<file path="config.mk">
export PLATFORM = sky130hd
export DESIGN_NAME = pll_fastlock_pump_control
export DESIGN_NICKNAME = d
export VERILOG_FILES = /design/src/hw/pump_ctrl_pkg.sv /design/src/hw/fastlock_timer_if.sv /design/src/hw/fastlock_timer.sv /design/src/hw/pll_fastlock_pump_control.sv
export SDC_FILE = /design/constraint.sdc
export NUM_CORES = 1
export LEC_CHECK = 0
export ABC_CLOCK_PERIOD_IN_PS = 2400
export BUFFER_PORTS_ARGS = -buffer_cell sky130_fd_sc_hd__buf_2
export CAP_MARGIN = 20
export CORE_MARGIN = 8
export CORE_UTILIZATION = 54
export DETAILED_ROUTE_END_ITERATION = 12
export MAX_ROUTING_LAYER = met4
export PLACE_DENSITY = 0.8
export RECOVER_POWER = 25
export SYNTH_ARGS = -nofsm -noshare
export SYNTH_HDL_FRONTEND = slang
export SYNTH_SLANG_ARGS = --single-unit
</file>
<file path="constraint.sdc">
create_clock -name CLK_SYS -period 2.4 [get_ports CLK_SYS]
set_input_delay 0 -clock CLK_SYS [delete_from_list [all_inputs] [get_ports CLK_SYS]]
set_output_delay 0 -clock CLK_SYS [all_outputs]
set_load 0.01 [all_outputs]
</file>
<file path="src/hw/pump_ctrl_pkg.sv">
`default_nettype none
package pump_ctrl_pkg;
    // Register indices; the AHB byte address of each is four times its index.
    localparam logic [7:0] IDX_FB_DIV = 8'h10;
    localparam logic [7:0] IDX_REF_DIV = 8'h19;
    localparam logic [7:0] IDX_DIV_MISC = 8'h1B;
    localparam logic [7:0] IDX_GAIN_POL = 8'h1C;
    localparam logic [7:0] IDX_BOOST_HI = 8'h1D;
    localparam logic [7:0] IDX_BOOST_LO = 8'h20;
    localparam logic [7:0] IDX_STATUS = 8'h24;

    localparam int GAIN_LSB = 0;
    localparam int GAIN_W = 5;
    localparam int POL_BIT = 5;
    localparam int SLIP_LSB = 5;
    localparam int TIMER_HI_LSB = 5;
    localparam int TIMER_W = 11;
    localparam int DIV_W = 16;
    localparam int CNT_W = 16;
    localparam int EFF_DIV_W = 18;
    // Each timer unit lasts 32 phase-detector cycles.
    localparam int TIMER_UNIT_LOG2 = 5;

    localparam logic [7:0] RST_DIV_MISC = 8'h08;
    localparam logic [7:0] RST_GAIN_POL = 8'h00;
    localparam logic [7:0] RST_BOOST_HI = 8'h00;
    localparam logic [7:0] RST_BOOST_LO = 8'h00;
    localparam logic [15:0] RST_FB_DIV = 16'h0001;
    localparam logic [15:0] RST_REF_DIV = 16'h0001;

    typedef enum logic [1:0] {SLIP_OFF, SLIP_X2, SLIP_X4, SLIP_RSVD} slip_factor_t;
    typedef enum logic {T_IDLE, T_RUN} timer_state_t;

    function automatic logic [EFF_DIV_W-1:0] scale_div(input logic [DIV_W-1:0] div, input logic [1:0] code);
        logic [EFF_DIV_W-1:0] wide;
        wide = {2'b00, div};
        unique case (slip_factor_t'(code))
            SLIP_X2: scale_div = wide << 1;
            SLIP_X4: scale_div = wide << 2;
            SLIP_OFF, SLIP_RSVD: scale_div = wide;
        endcase
    endfunction
endpackage
`default_nettype wire

</file>
<file path="src/hw/fastlock_timer_if.sv">
`default_nettype none
interface fastlock_timer_if;
    logic load;
    logic [pump_ctrl_pkg::CNT_W-1:0] duration;
    logic tick;
    logic active;
    logic [pump_ctrl_pkg::CNT_W-1:0] count;
    modport ctrl (output load, output duration, output tick, input active, input count);
    modport timer (input load, input duration, input tick, output active, output count);
endinterface
`default_nettype wire

</file>
<file path="src/hw/fastlock_timer.sv">
`default_nettype none
module fastlock_timer (
    input wire logic clk,
    input wire logic reset,
    fastlock_timer_if.timer tif
);
    pump_ctrl_pkg::timer_state_t state_q, state_d;
    logic [pump_ctrl_pkg::CNT_W-1:0] count_q, count_d;
    wire last_tick = tif.tick && (count_q == 16'h0001);

    always_comb begin
        state_d = state_q;
        count_d = count_q;
        if (tif.load) begin
            // A zero duration leaves the timer off rather than running forever.
            state_d = (tif.duration != 16'h0000) ? pump_ctrl_pkg::T_RUN : pump_ctrl_pkg::T_IDLE;
            count_d = tif.duration;
        end else begin
            unique case (state_q)
                pump_ctrl_pkg::T_RUN: begin
                    if (tif.tick) begin
                        count_d = count_q - 16'h0001;
                    end
                    if (last_tick) begin
                        state_d = pump_ctrl_pkg::T_IDLE;
                    end
                end
                pump_ctrl_pkg::T_IDLE: count_d = 16'h0000;
            endcase
        end
    end

    always_ff @(posedge clk) begin
        if (reset) begin
            state_q <= pump_ctrl_pkg::T_IDLE;
            count_q <= 16'h0000;
        end else begin
            state_q <= state_d;
            count_q <= count_d;
        end
    end

    assign tif.active = (state_q == pump_ctrl_pkg::T_RUN);
    assign tif.count = count_q;
endmodule
`default_nettype wire

</file>
<file path="src/hw/pll_fastlock_pump_control.sv">
// How it works
// - The boost pump gain is driven only while the timer runs or a boost-flagged ramp runs; codes are n x 100 uA.
// - With the reference edge leading, the pump sources when polarity is 0 and sinks when it is 1.
// - While boosted, both divide values are multiplied by the slip factor: 0 off, 1 x2, 2 x4, 3 reserved.
// - Writing the feedback divider register starts the acceleration timer.
// - The timer value is 11 bits over two registers; 0 disables it and v gives v x 32 counts.
// - When the timer ends, unless a boost-flagged ramp runs, the normal gain returns and the divider scaling is removed.
`default_nettype none
module pll_fastlock_pump_control (
    input wire logic CLK_SYS,
    input wire logic RESET,
    input wire logic HSEL,
    input wire logic [31:0] HADDR,
    input wire logic [1:0] HTRANS,
    input wire logic HWRITE,
    input wire logic [2:0] HSIZE,
    input wire logic [31:0] HWDATA,
    input wire logic HREADY,
    output logic [31:0] HRDATA,
    output logic HREADYOUT,
    output logic HRESP,
    input wire logic PD_TICK,
    input wire logic RAMP_ACTIVE,
    input wire logic RAMP_BOOST_FLAG,
    input wire logic REF_LEADS,
    input wire logic FB_LEADS,
    output logic [4:0] PUMP_GAIN,
    output logic PUMP_SOURCE,
    output logic PUMP_SINK,
    output logic [17:0] REF_DIV_EFF,
    output logic [17:0] FB_DIV_EFF,
    output logic BOOST_ACTIVE
);
    logic [7:0] div_misc_control_q;
    logic [7:0] pump_gain_polarity_q;
    logic [7:0] boost_gain_timer_high_q;
    logic [7:0] boost_timer_low_q;
    logic [15:0] fb_div_q;
    logic [15:0] ref_div_q;
    logic wr_pend_q;
    logic rd_wait_q;
    logic [7:0] widx_q;
    logic [7:0] ridx_q;
    logic [31:0] hrdata_q;
    logic [4:0] pump_gain_q;
    logic source_q;
    logic sink_q;
    logic [17:0] ref_eff_q;
    logic [17:0] fb_eff_q;
    logic boost_q;

    fastlock_timer_if tif ();

    fastlock_timer u_timer (
        .clk(CLK_SYS),
        .reset(RESET),
        .tif(tif)
    );

    // Bus decode. Reads take one wait state so that hrdata can come from a flip-flop.
    wire accept = HSEL && HTRANS[1] && HREADY;
    wire in_map = (HADDR[31:10] == 22'h000000);
    wire [7:0] aidx = in_map ? HADDR[9:2] : 8'hFF;
    wire wr_fb = wr_pend_q && (widx_q == pump_ctrl_pkg::IDX_FB_DIV);
    wire wr_ref = wr_pend_q && (widx_q == pump_ctrl_pkg::IDX_REF_DIV);
    wire wr_misc = wr_pend_q && (widx_q == pump_ctrl_pkg::IDX_DIV_MISC);
    wire wr_gpol = wr_pend_q && (widx_q == pump_ctrl_pkg::IDX_GAIN_POL);
    wire wr_bhi = wr_pend_q && (widx_q == pump_ctrl_pkg::IDX_BOOST_HI);
    wire wr_blo = wr_pend_q && (widx_q == pump_ctrl_pkg::IDX_BOOST_LO);

    wire [2:0] timer_hi = boost_gain_timer_high_q[pump_ctrl_pkg::TIMER_HI_LSB +: 3];
    wire [10:0] timer_val = {timer_hi, boost_timer_low_q};
    wire [15:0] duration = {timer_val, 5'b00000};
    wire [4:0] normal_gain = pump_gain_polarity_q[pump_ctrl_pkg::GAIN_LSB +: pump_ctrl_pkg::GAIN_W];
    wire [4:0] boost_gain = boost_gain_timer_high_q[pump_ctrl_pkg::GAIN_LSB +: pump_ctrl_pkg::GAIN_W];
    wire polarity = pump_gain_polarity_q[pump_ctrl_pkg::POL_BIT];
    wire [1:0] slip_code = div_misc_control_q[pump_ctrl_pkg::SLIP_LSB +: 2];
    wire boost_on = tif.active || (RAMP_ACTIVE && RAMP_BOOST_FLAG);

    assign tif.load = wr_fb;
    assign tif.duration = duration;
    assign tif.tick = PD_TICK;

    logic [31:0] rd_mux;
    always_comb begin
        unique case (ridx_q)
            pump_ctrl_pkg::IDX_FB_DIV: rd_mux = {16'h0000, fb_div_q};
            pump_ctrl_pkg::IDX_REF_DIV: rd_mux = {16'h0000, ref_div_q};
            pump_ctrl_pkg::IDX_DIV_MISC: rd_mux = {24'h000000, div_misc_control_q};
            pump_ctrl_pkg::IDX_GAIN_POL: rd_mux = {24'h000000, pump_gain_polarity_q};
            pump_ctrl_pkg::IDX_BOOST_HI: rd_mux = {24'h000000, boost_gain_timer_high_q};
            pump_ctrl_pkg::IDX_BOOST_LO: rd_mux = {24'h000000, boost_timer_low_q};
            pump_ctrl_pkg::IDX_STATUS: rd_mux = {15'h0000, boost_q, tif.count};
            default: rd_mux = 32'h00000000;
        endcase
    end

    always_ff @(posedge CLK_SYS) begin
        if (RESET) begin
            wr_pend_q <= 1'b0;
            rd_wait_q <= 1'b0;
            widx_q <= 8'h00;
            ridx_q <= 8'h00;
            hrdata_q <= 32'h00000000;
        end else begin
            wr_pend_q <= accept && HWRITE;
            rd_wait_q <= accept && !HWRITE;
            if (accept) begin
                widx_q <= aidx;
                ridx_q <= aidx;
            end
            if (rd_wait_q) begin
                hrdata_q <= rd_mux;
            end
        end
    end

    always_ff @(posedge CLK_SYS) begin
        if (RESET) begin
            div_misc_control_q <= pump_ctrl_pkg::RST_DIV_MISC;
            pump_gain_polarity_q <= pump_ctrl_pkg::RST_GAIN_POL;
            boost_gain_timer_high_q <= pump_ctrl_pkg::RST_BOOST_HI;
            boost_timer_low_q <= pump_ctrl_pkg::RST_BOOST_LO;
            fb_div_q <= pump_ctrl_pkg::RST_FB_DIV;
            ref_div_q <= pump_ctrl_pkg::RST_REF_DIV;
        end else begin
            if (wr_misc) div_misc_control_q <= HWDATA[7:0];
            if (wr_gpol) pump_gain_polarity_q <= HWDATA[7:0];
            if (wr_bhi) boost_gain_timer_high_q <= HWDATA[7:0];
            if (wr_blo) boost_timer_low_q <= HWDATA[7:0];
            if (wr_fb) fb_div_q <= HWDATA[15:0];
            if (wr_ref) ref_div_q <= HWDATA[15:0];
        end
    end

    // Outputs to the analog side are registered so they never glitch on a decode change.
    always_ff @(posedge CLK_SYS) begin
        if (RESET) begin
            pump_gain_q <= 5'h00;
            source_q <= 1'b0;
            sink_q <= 1'b0;
            // The effective divides start at the unscaled reset divides, so reset never puts a divide of zero on a counter.
            ref_eff_q <= {2'b00, pump_ctrl_pkg::RST_REF_DIV};
            fb_eff_q <= {2'b00, pump_ctrl_pkg::RST_FB_DIV};
            boost_q <= 1'b0;
        end else begin
            boost_q <= boost_on;
            pump_gain_q <= boost_on ? boost_gain : normal_gain;
            source_q <= polarity ? FB_LEADS : REF_LEADS;
            sink_q <= polarity ? REF_LEADS : FB_LEADS;
            ref_eff_q <= pump_ctrl_pkg::scale_div(ref_div_q, boost_on ? slip_code : 2'b00);
            fb_eff_q <= pump_ctrl_pkg::scale_div(fb_div_q, boost_on ? slip_code : 2'b00);
        end
    end

    assign HRDATA = hrdata_q;
    assign HREADYOUT = !rd_wait_q;
    assign HRESP = 1'b0;
    assign PUMP_GAIN = pump_gain_q;
    assign PUMP_SOURCE = source_q;
    assign PUMP_SINK = sink_q;
    assign REF_DIV_EFF = ref_eff_q;
    assign FB_DIV_EFF = fb_eff_q;
    assign BOOST_ACTIVE = boost_q;
endmodule
`default_nettype wire

</file>
Yosys cells after proc, flatten, opt, wreduce, memory -nomap -nowiden --
Index checks and enable logic that the tools add are counted.
Word-level totals: input bits 79, bits in registers 167
Cells by class: bitwise logic cells 1, reduce and logical (&&, ||, !) cells 20, add/subtract/negate cells 1, muxes and demuxes 15, eq/ne operators 13
Operators with widths (number):
- $pmux W17 S7 | 1
- $pmux W18 S3 | 2
- $eq A8 B5 Y1 const B | 5
- $mux W16 | 2
- $pmux W16 S2 | 1
- $logic_not A22 Y1 | 1
- $eq A16 B1 Y1 const B | 1
- $eq A8 B6 Y1 const B | 2
- $reduce_bool A16 Y1 | 1
- $sub A16 B1 Y16 const B | 1
- $logic_and A1 B1 Y1 | 12
- $mux W8 | 1
- $mux W1 | 6
- $mux W5 | 1
- $eq A2 B2 Y1 const B | 2
- $reduce_or A2 Y1 | 2
- $ne A3 B3 Y1 const B | 1
- $eq A2 B1 Y1 const B | 1
- $logic_not A1 Y1 | 2
- $logic_not A2 Y1 | 1
- $mux W2 | 1
- $ne A2 B2 Y1 const B | 1
- $logic_or A1 B1 Y1 | 1
- $not A1 Y1 | 1

Longest topological paths before layout --
Gate-level depths: netlist (run 1).
depth in word-level cells 6, depth in mapped cells 10, mapped depth without buffers 7

Cells and area by module --
Synthesis (run 1) repeated with hierarchy kept, for this count alone.
Second synthesis, totals: cell total of the unflattened synthesis 821, area, all modules 6996.7 µm²
Modules (own cells, without submodules):
- pll_fastlock_pump_control | area an instance 5913.2 µm², cells an instance 686, instances 1
- fastlock_timer | area an instance 1083.5 µm², cells an instance 135, instances 1

Worst setup path after synthesis (run 1) --
OpenSTA, ideal clock, no wires.
path kind flip-flop to flip-flop, start point reg u_timer.count_q, in the netlist u_timer.tif.count[4], end point reg u_timer.count_q, in the netlist u_timer.tif.count[14], data arrival time 1.901 ns, path buffers 2, cell stages (with the launch flop) 8, required time 2.268 ns, period minus slack after synthesis 2.033 ns, path slack 0.367 ns, cells stage by stage dfxtp_1 or4_1 buf_2 or3_1 buf_6 o31a_1 o21ai_1 a21oi_1
On the way: longest elaborated chain between the ends 4
Ends and longest elaborated chain:
- from (decl) | RTL line fastlock_timer.sv:8 | logic [pump_ctrl_pkg::CNT_W-1:0] count_q, count_d;
- from (signal assigned) | RTL line fastlock_timer.sv:39 | count_q <= count_d;
- $sub A16 B1 Y16 | RTL line fastlock_timer.sv:22 | count_d = count_q - 16'h0001;
- $mux W16 | RTL line fastlock_timer.sv:21 | if (tif.tick) begin
- $pmux W16 S2 | RTL line fastlock_timer.sv:19 | unique case (state_q)
- $mux W16 | RTL line fastlock_timer.sv:14 | if (tif.load) begin
No other way between the ends. The select of a mux whose other input is x is not followed. A chain may end at the register's enable or synchronous reset.

==> metrics.cfg, run 1 <==
[placed_design]
place_area_um2 = 7430
portBuffers = 118
gp_congestion = 0.949
dpl.cell_count = 1052
hpwl_um = 13500

[synth]
syn_area_um2 = 6730
syn_inst = 803
ys.warnings.count = 0
synth_top_area_share = 0.452
seq_area_frac_synth = 0.452
synthFlopType = dfxtp_1
ys_top_cells_by_count = 152 x dfxtp_1, 138 x nor2_1, 109 x nand2_1, 83 x a21oi_1, 55 x mux2i_1
yosys.area.top_type = dfxtp_1
synth.area.top_cells = dfxtp_1 45%, mux2i_1 8.2%, nor2_1 7.7%, a21oi_1 6.2%, nand2_1 6.1%
synth_edf_count = 0
yosysMostFrequentCell = dfxtp_1
ys_ff_latch = 152
yosysUniqueCellTypes = 56
synthArstFlopShare = 0
syn_area_per_cell_um2 = 8.39

[sta]
slew_viol_final = 32
rsz0062_at_grt = no
fmax_mhz = 467
fin_crit_ns = 2.14
finalHoldViolCount = 0
max_slew_margin = -0.0138
tns_ns = 0
fin_crit_sh = 0.891
hold_ws_ns = 0.131
skew_ns = 0.00787
setup-violations-final = 0
worstMarginPinSlew_ns = 1.52

[global_routing]
grt_max_degree = 81
grt_pass1_wl_um = 31000
grt_pass1_vias = 5954
overflow = 0
track_usage = 0.248
antenna_found_initial = 0

[clock_network]
clock_latency_ns = 0.43
cts_buffers = 17
cts-htree-levels = 4
clkSlewWorstSetupHoldPaths_ns = 0.06
tritoncts = yes
cts_sinks = 152
root_buffer = clkbuf_16
clock_path_buffers = 2

[floorplanning]
dieWidth_um = 128
fp.dieArea_um2 = 16300
pin_count = 157
coreArea_um2 = 12100
start_util = 0.556
row_count = 40
die_height_um = 128

[layout]
num-nets-final = 1019
fin_cells = 1117
syn2layout_area_growth_pct = 23.0
diodes = 0
drive_above_1_share = 0.141
regArea_um2 = 3040
fill_cells = 975
post-route-cell-area_um2 = 8280
multi_input_area_um2 = 3360

[power]
power.share.combinational = 0.055
intPower_mw = 4.23
p_seq_frac = 0.463
peakVddDrop_mv = 0.527
power_density_nw_per_um2 = 664
power_mw = 5.50
switchingPower_mw = 1.27
p_sw_frac = 0.231
leakagePower_nw = 3.17
pwr-share-clk = 0.482

[min_path]
hold_class = input pin to flip-flop
min_from = HADDR[26]

[setup_path]
r2r_slack_ns = 0.26
critPathMaxFanout = 16
crit_arrival_ns = 2.45
endpoint_kind = flip-flop
crit_start = ridx_q[7]
worstPathRequired_ns = 2.71
path_class = flip-flop to flip-flop
r2r_start = ridx_q[7]
critPathLaunchType = flip-flop

[flow_run]
drv_cap = 1

[run_status]
violations = max-capacitance violations, max-slew violations
outcome = finished, violations left

[drt]
drc = 0
vias = 6416
wl_um = 19800
drtIter0Drc = 803
drtPass1Iterations = 5
via_per_inst = 5.74
drtAntennaViolNets = 0
avgRoutedWirePerCell_um = 17.7

metal layers:
metal  track usage  vias to the layer above  part of all wire
met1         0.308                     2999              0.42
met5             -                        -                 0
met2         0.384                      353              0.47
met3        0.0674                       33             0.097
li1              -                     3031                 -
met4        0.0790                        0             0.017
cell families after synthesis:
kind of cell               synth area share
and+or+nand+nor                       0.215
AOI/OAI and AO/OA                     0.169
DFF                                   0.452
buffers and inverters                0.0574
muxes                                0.0818
xor gates and xnor gates             0.0169
adders and majority gates           0.00743
other                              0.000557
through the flow:
step                       util  setup WS (ns)
after global placement    0.614          0.349
after CTS                 0.690          0.326
after detailed placement  0.614          0.344
final                     0.684          0.261
after floorplan               -          0.367
after global routing      0.684         0.0731
layout make-up:
type	count	area share
Tap cell	168	0.0254
Inverter	7	0.00317
Clock buffer	19	0.0535
Multi-Input combinational cell	584	0.406
Clock inverter	13	0.0175
Timing Repair Buffer	174	0.127
Sequential cell	152	0.367
repair_timing:
item,in CTS,in global routing
hold endpoints to repair,95,0
buffers inserted,0,0
resized for setup,0,0
hold buffers,33,0
setup endpoints to repair,0,0
placed cells by master (no fill, tap or decap), drive strengths merged, types with 10 or more instances in the layout:
master and instances:
nor2 140, nor4 13, conb 16, o21ai 11
nand2 109, a21oi 83, inv 10, a22oi 32
o22ai 10, dfxtp 152, mux2i 55, clkbuf 71
buf 89, dlygate4sd3 33
worst paths after layout:
check | end | cells after the start
max | ref_div_q[10] | 6
min | ridx_q[6] | 4
max reg2reg | ref_div_q[10] | 6
min reg2reg | HRDATA[16] | 2
power by group through the flow:
stage / combinational (mW) / sequential, mW / clock, mW
after floorplan: 0.169 / 2.60 / 0
after global placement: 0.250 / 2.60 / 0
final: 0.303 / 2.55 / 2.65
after CTS: 0.297 / 2.55 / 2.67
after detailed placement: 0.254 / 2.61 / 0
after global routing: 0.324 / 2.55 / 2.77
sequential cells by signal (all words and copies together) (netlist names), 5 cells and up:
| signal | flops |
|---|---|
| PUMP_GAIN | 5 |
| div_misc_control_q | 8 |
| FB_DIV_EFF | 18 |
| boost_timer_low_q | 8 |
| fb_div_q | 16 |
| pump_gain_polarity_q | 8 |
| REF_DIV_EFF | 18 |
| HRDATA | 17 |
| ridx_q | 8 |
| boost_gain_timer_high_q | 8 |
| ref_div_q | 16 |
| u_timer.tif.count | 16 |
worst max-delay path: stages, from the launching register on:
cell,delay (ns)
dfxtp_1,0.34
nor4b_2,0.38
nand4b_1,0.18
buf_4,0.22
or3b_1,0.64
nand2_1,0.18
a21oi_1,0.08
Power figures use the tool's default switching activity.
==> inputs of run 2 (changes only) <==
--- a/config.mk
+++ b/config.mk
@@ -8,11 +8,12 @@
 export ABC_CLOCK_PERIOD_IN_PS = 2400
 export BUFFER_PORTS_ARGS = -buffer_cell sky130_fd_sc_hd__buf_2
 export CAP_MARGIN = 20
-export CORE_MARGIN = 8
+export CORE_MARGIN = 5
 export CORE_UTILIZATION = 54
+export CTS_CLUSTER_SIZE = 12
 export DETAILED_ROUTE_END_ITERATION = 12
 export MAX_ROUTING_LAYER = met4
-export PLACE_DENSITY = 0.8
+export PLACE_DENSITY_LB_ADDON = 0.3
 export RECOVER_POWER = 25
 export SYNTH_ARGS = -nofsm -noshare
 export SYNTH_HDL_FRONTEND = slang
==> run 2 against run 1 <==
Against the previous run:
- the flow now finishes without violations
- routed wire length is 3.5% lower
- clock skew shrank 0.00073 ns
- sequential power is essentially flat
- combinational power fell by 4%
- worst hold slack worse by 0.12 ns
- via count is 2.6% lower
- non-clock buffer count down 3
- die area decreased by 9.2%
- core utilization unchanged
- setup slack improved by 0.016 ns
- cell count down 0.45%
- largest cell class unchanged
==> metrics.cfg, run 2 (same netlist as run 1, synthesis figures left out) <==
[setup_path]
cpMaxStageDelayCell = or4_1
endpoint_kind = flip-flop
cp_slowest_stage_delay_ns = 0.56
critPathLaunchType = flip-flop
worstPathRequired_ns = 2.63
critPathMaxFanout = 6
path_class = flip-flop to flip-flop
crit_arrival_ns = 2.35
path_cells = or4_1 > or3_1 > o41ai_2 > a211oi_1

[min_path]
hold_class = input pin to flip-flop

[floorplanning]
coreArea_um2 = 12100
row_count = 40
die_height_um = 122
pin_count = 157
dieWidth_um = 122
start_util = 0.556
fp.dieArea_um2 = 14800

[sta]
rsz0062_at_grt = no
fmax_mhz = 471
setup-violations-final = 0
max_slew_margin = 0.145
tns_ns = 0
finalHoldViolCount = 0
skew_ns = 0.00714
slew_viol_final = 0
fin_crit_sh = 0.885
worstMarginPinSlew_ns = 1.28
fin_crit_ns = 2.12

[power]
pwr-share-clk = 0.499
power.share.combinational = 0.052
peakVddDrop_mv = 0.601
power_density_nw_per_um2 = 685
p_seq_frac = 0.450
switchingPower_mw = 1.18
p_sw_frac = 0.208
power_mw = 5.67
leakagePower_nw = 3.19
intPower_mw = 4.50

[placed_design]
portBuffers = 118
dpl.cell_count = 1051
hpwl_um = 12900
gp_congestion = 0.952

[layout]
num-nets-final = 1016
fin_cells = 1112
final_common_cell = dfxtp_1
final_cell_mix = 152 x dfxtp_1, 138 x nor2_1, 109 x nand2_1
diodes = 0
syn2layout_area_growth_pct = 23.0
drive_above_1_share = 0.141

[drt]
drtPass1Iterations = 6
avgRoutedWirePerCell_um = 17.2
vias = 6247
drtIter0Drc = 645
drc = 0
via_per_inst = 5.62
wl_um = 19100
drtAntennaViolNets = 0

[global_routing]
track_usage = 0.268
grt_pass1_vias = 5857
grt_max_degree = 68
overflow = 0
antenna_found_initial = 0
grt_pass1_wl_um = 30200

[clock_network]
cts_buffers = 17
cts-htree-levels = 4
cts-resized-gates = 0
clock_path_buffers = 2
clock_latency_ns = 0.42
clkSlewWorstSetupHoldPaths_ns = 0.06
tritoncts = yes
cts_sinks = 152
root_buffer = clkbuf_16
cts_setup_buffers = 0

[flow_run]
drv_cap = 0

[run_status]
outcome = finished, final reports clean

## run 2: layer usage
layer  wire length, um  global-route usage
met1              8170               0.355
met2              8890               0.400
met5                 0                   -
met4               371              0.0812
met3              1710              0.0738
## run 2: power by group through the flow
| stage | logic (mW) | registers, mW | clock network, mW |
|---|---|---|---|
| floorplan | 0.169 | 2.60 | 0 |
| global placement | 0.248 | 2.61 | 0 |
| detailed placement | 0.250 | 2.61 | 0 |
| CTS | 0.291 | 2.55 | 2.85 |
| global route | 0.317 | 2.55 | 2.97 |
| finish | 0.292 | 2.55 | 2.83 |
## run 2: timing repair
item                                   in CTS  in global routing
hold buffers                               31                  0
setup endpoints to repair                   0                  0
endpoints found under the hold margin      77                  0
## run 2: per-stage QoR
| step | hold WS [ns] | setup WS [ns] | area (um2) | utilization |
|---|---|---|---|---|
| detailed placement | 0.189 | 0.336 | 7430 | 0.613 |
| floorplan | 0.0761 | 0.367 | 6790 | - |
| global placement | 0.185 | 0.339 | 7430 | 0.613 |
| global route | 0.0453 | 0.168 | 8280 | 0.684 |
| finish | 0.00692 | 0.276 | 8280 | 0.684 |
| CTS | 0.00245 | 0.324 | 8360 | 0.691 |
## run 2: final cells by class
type,count,area [um2]
inverter,7,26.3
clock inverter,8,144
sequential,152,3040
timing repair buffer,171,1010
tap,168,210
clock buffer,22,484
multi-input combinational,584,3360
fill,968,3830
## run 2: path summary, 6_finish.rpt
| path | start | end | slack, ns | cells past startpoint |
|---|---|---|---|---|
| setup / recovery | u_timer.tif.count[4] | u_timer.tif.active | 0.28 | 4 |
| hold / removal | RAMP_ACTIVE | PUMP_GAIN[1] | 0.007 | 4 |
| setup reg to reg | u_timer.tif.count[4] | u_timer.tif.active | 0.28 | 4 |
| hold reg to reg | HRDATA[5] | HRDATA[5] | 0.46 | 2 |
## run 2: worst max-delay path: cells and delay by family (launching register included)
kind | cells | cell delay, ns
AND/OR/NAND/NOR | 2 | 1.08
AO/OA/AOI/OAI | 2 | 0.52
flip-flops | 1 | 0.34
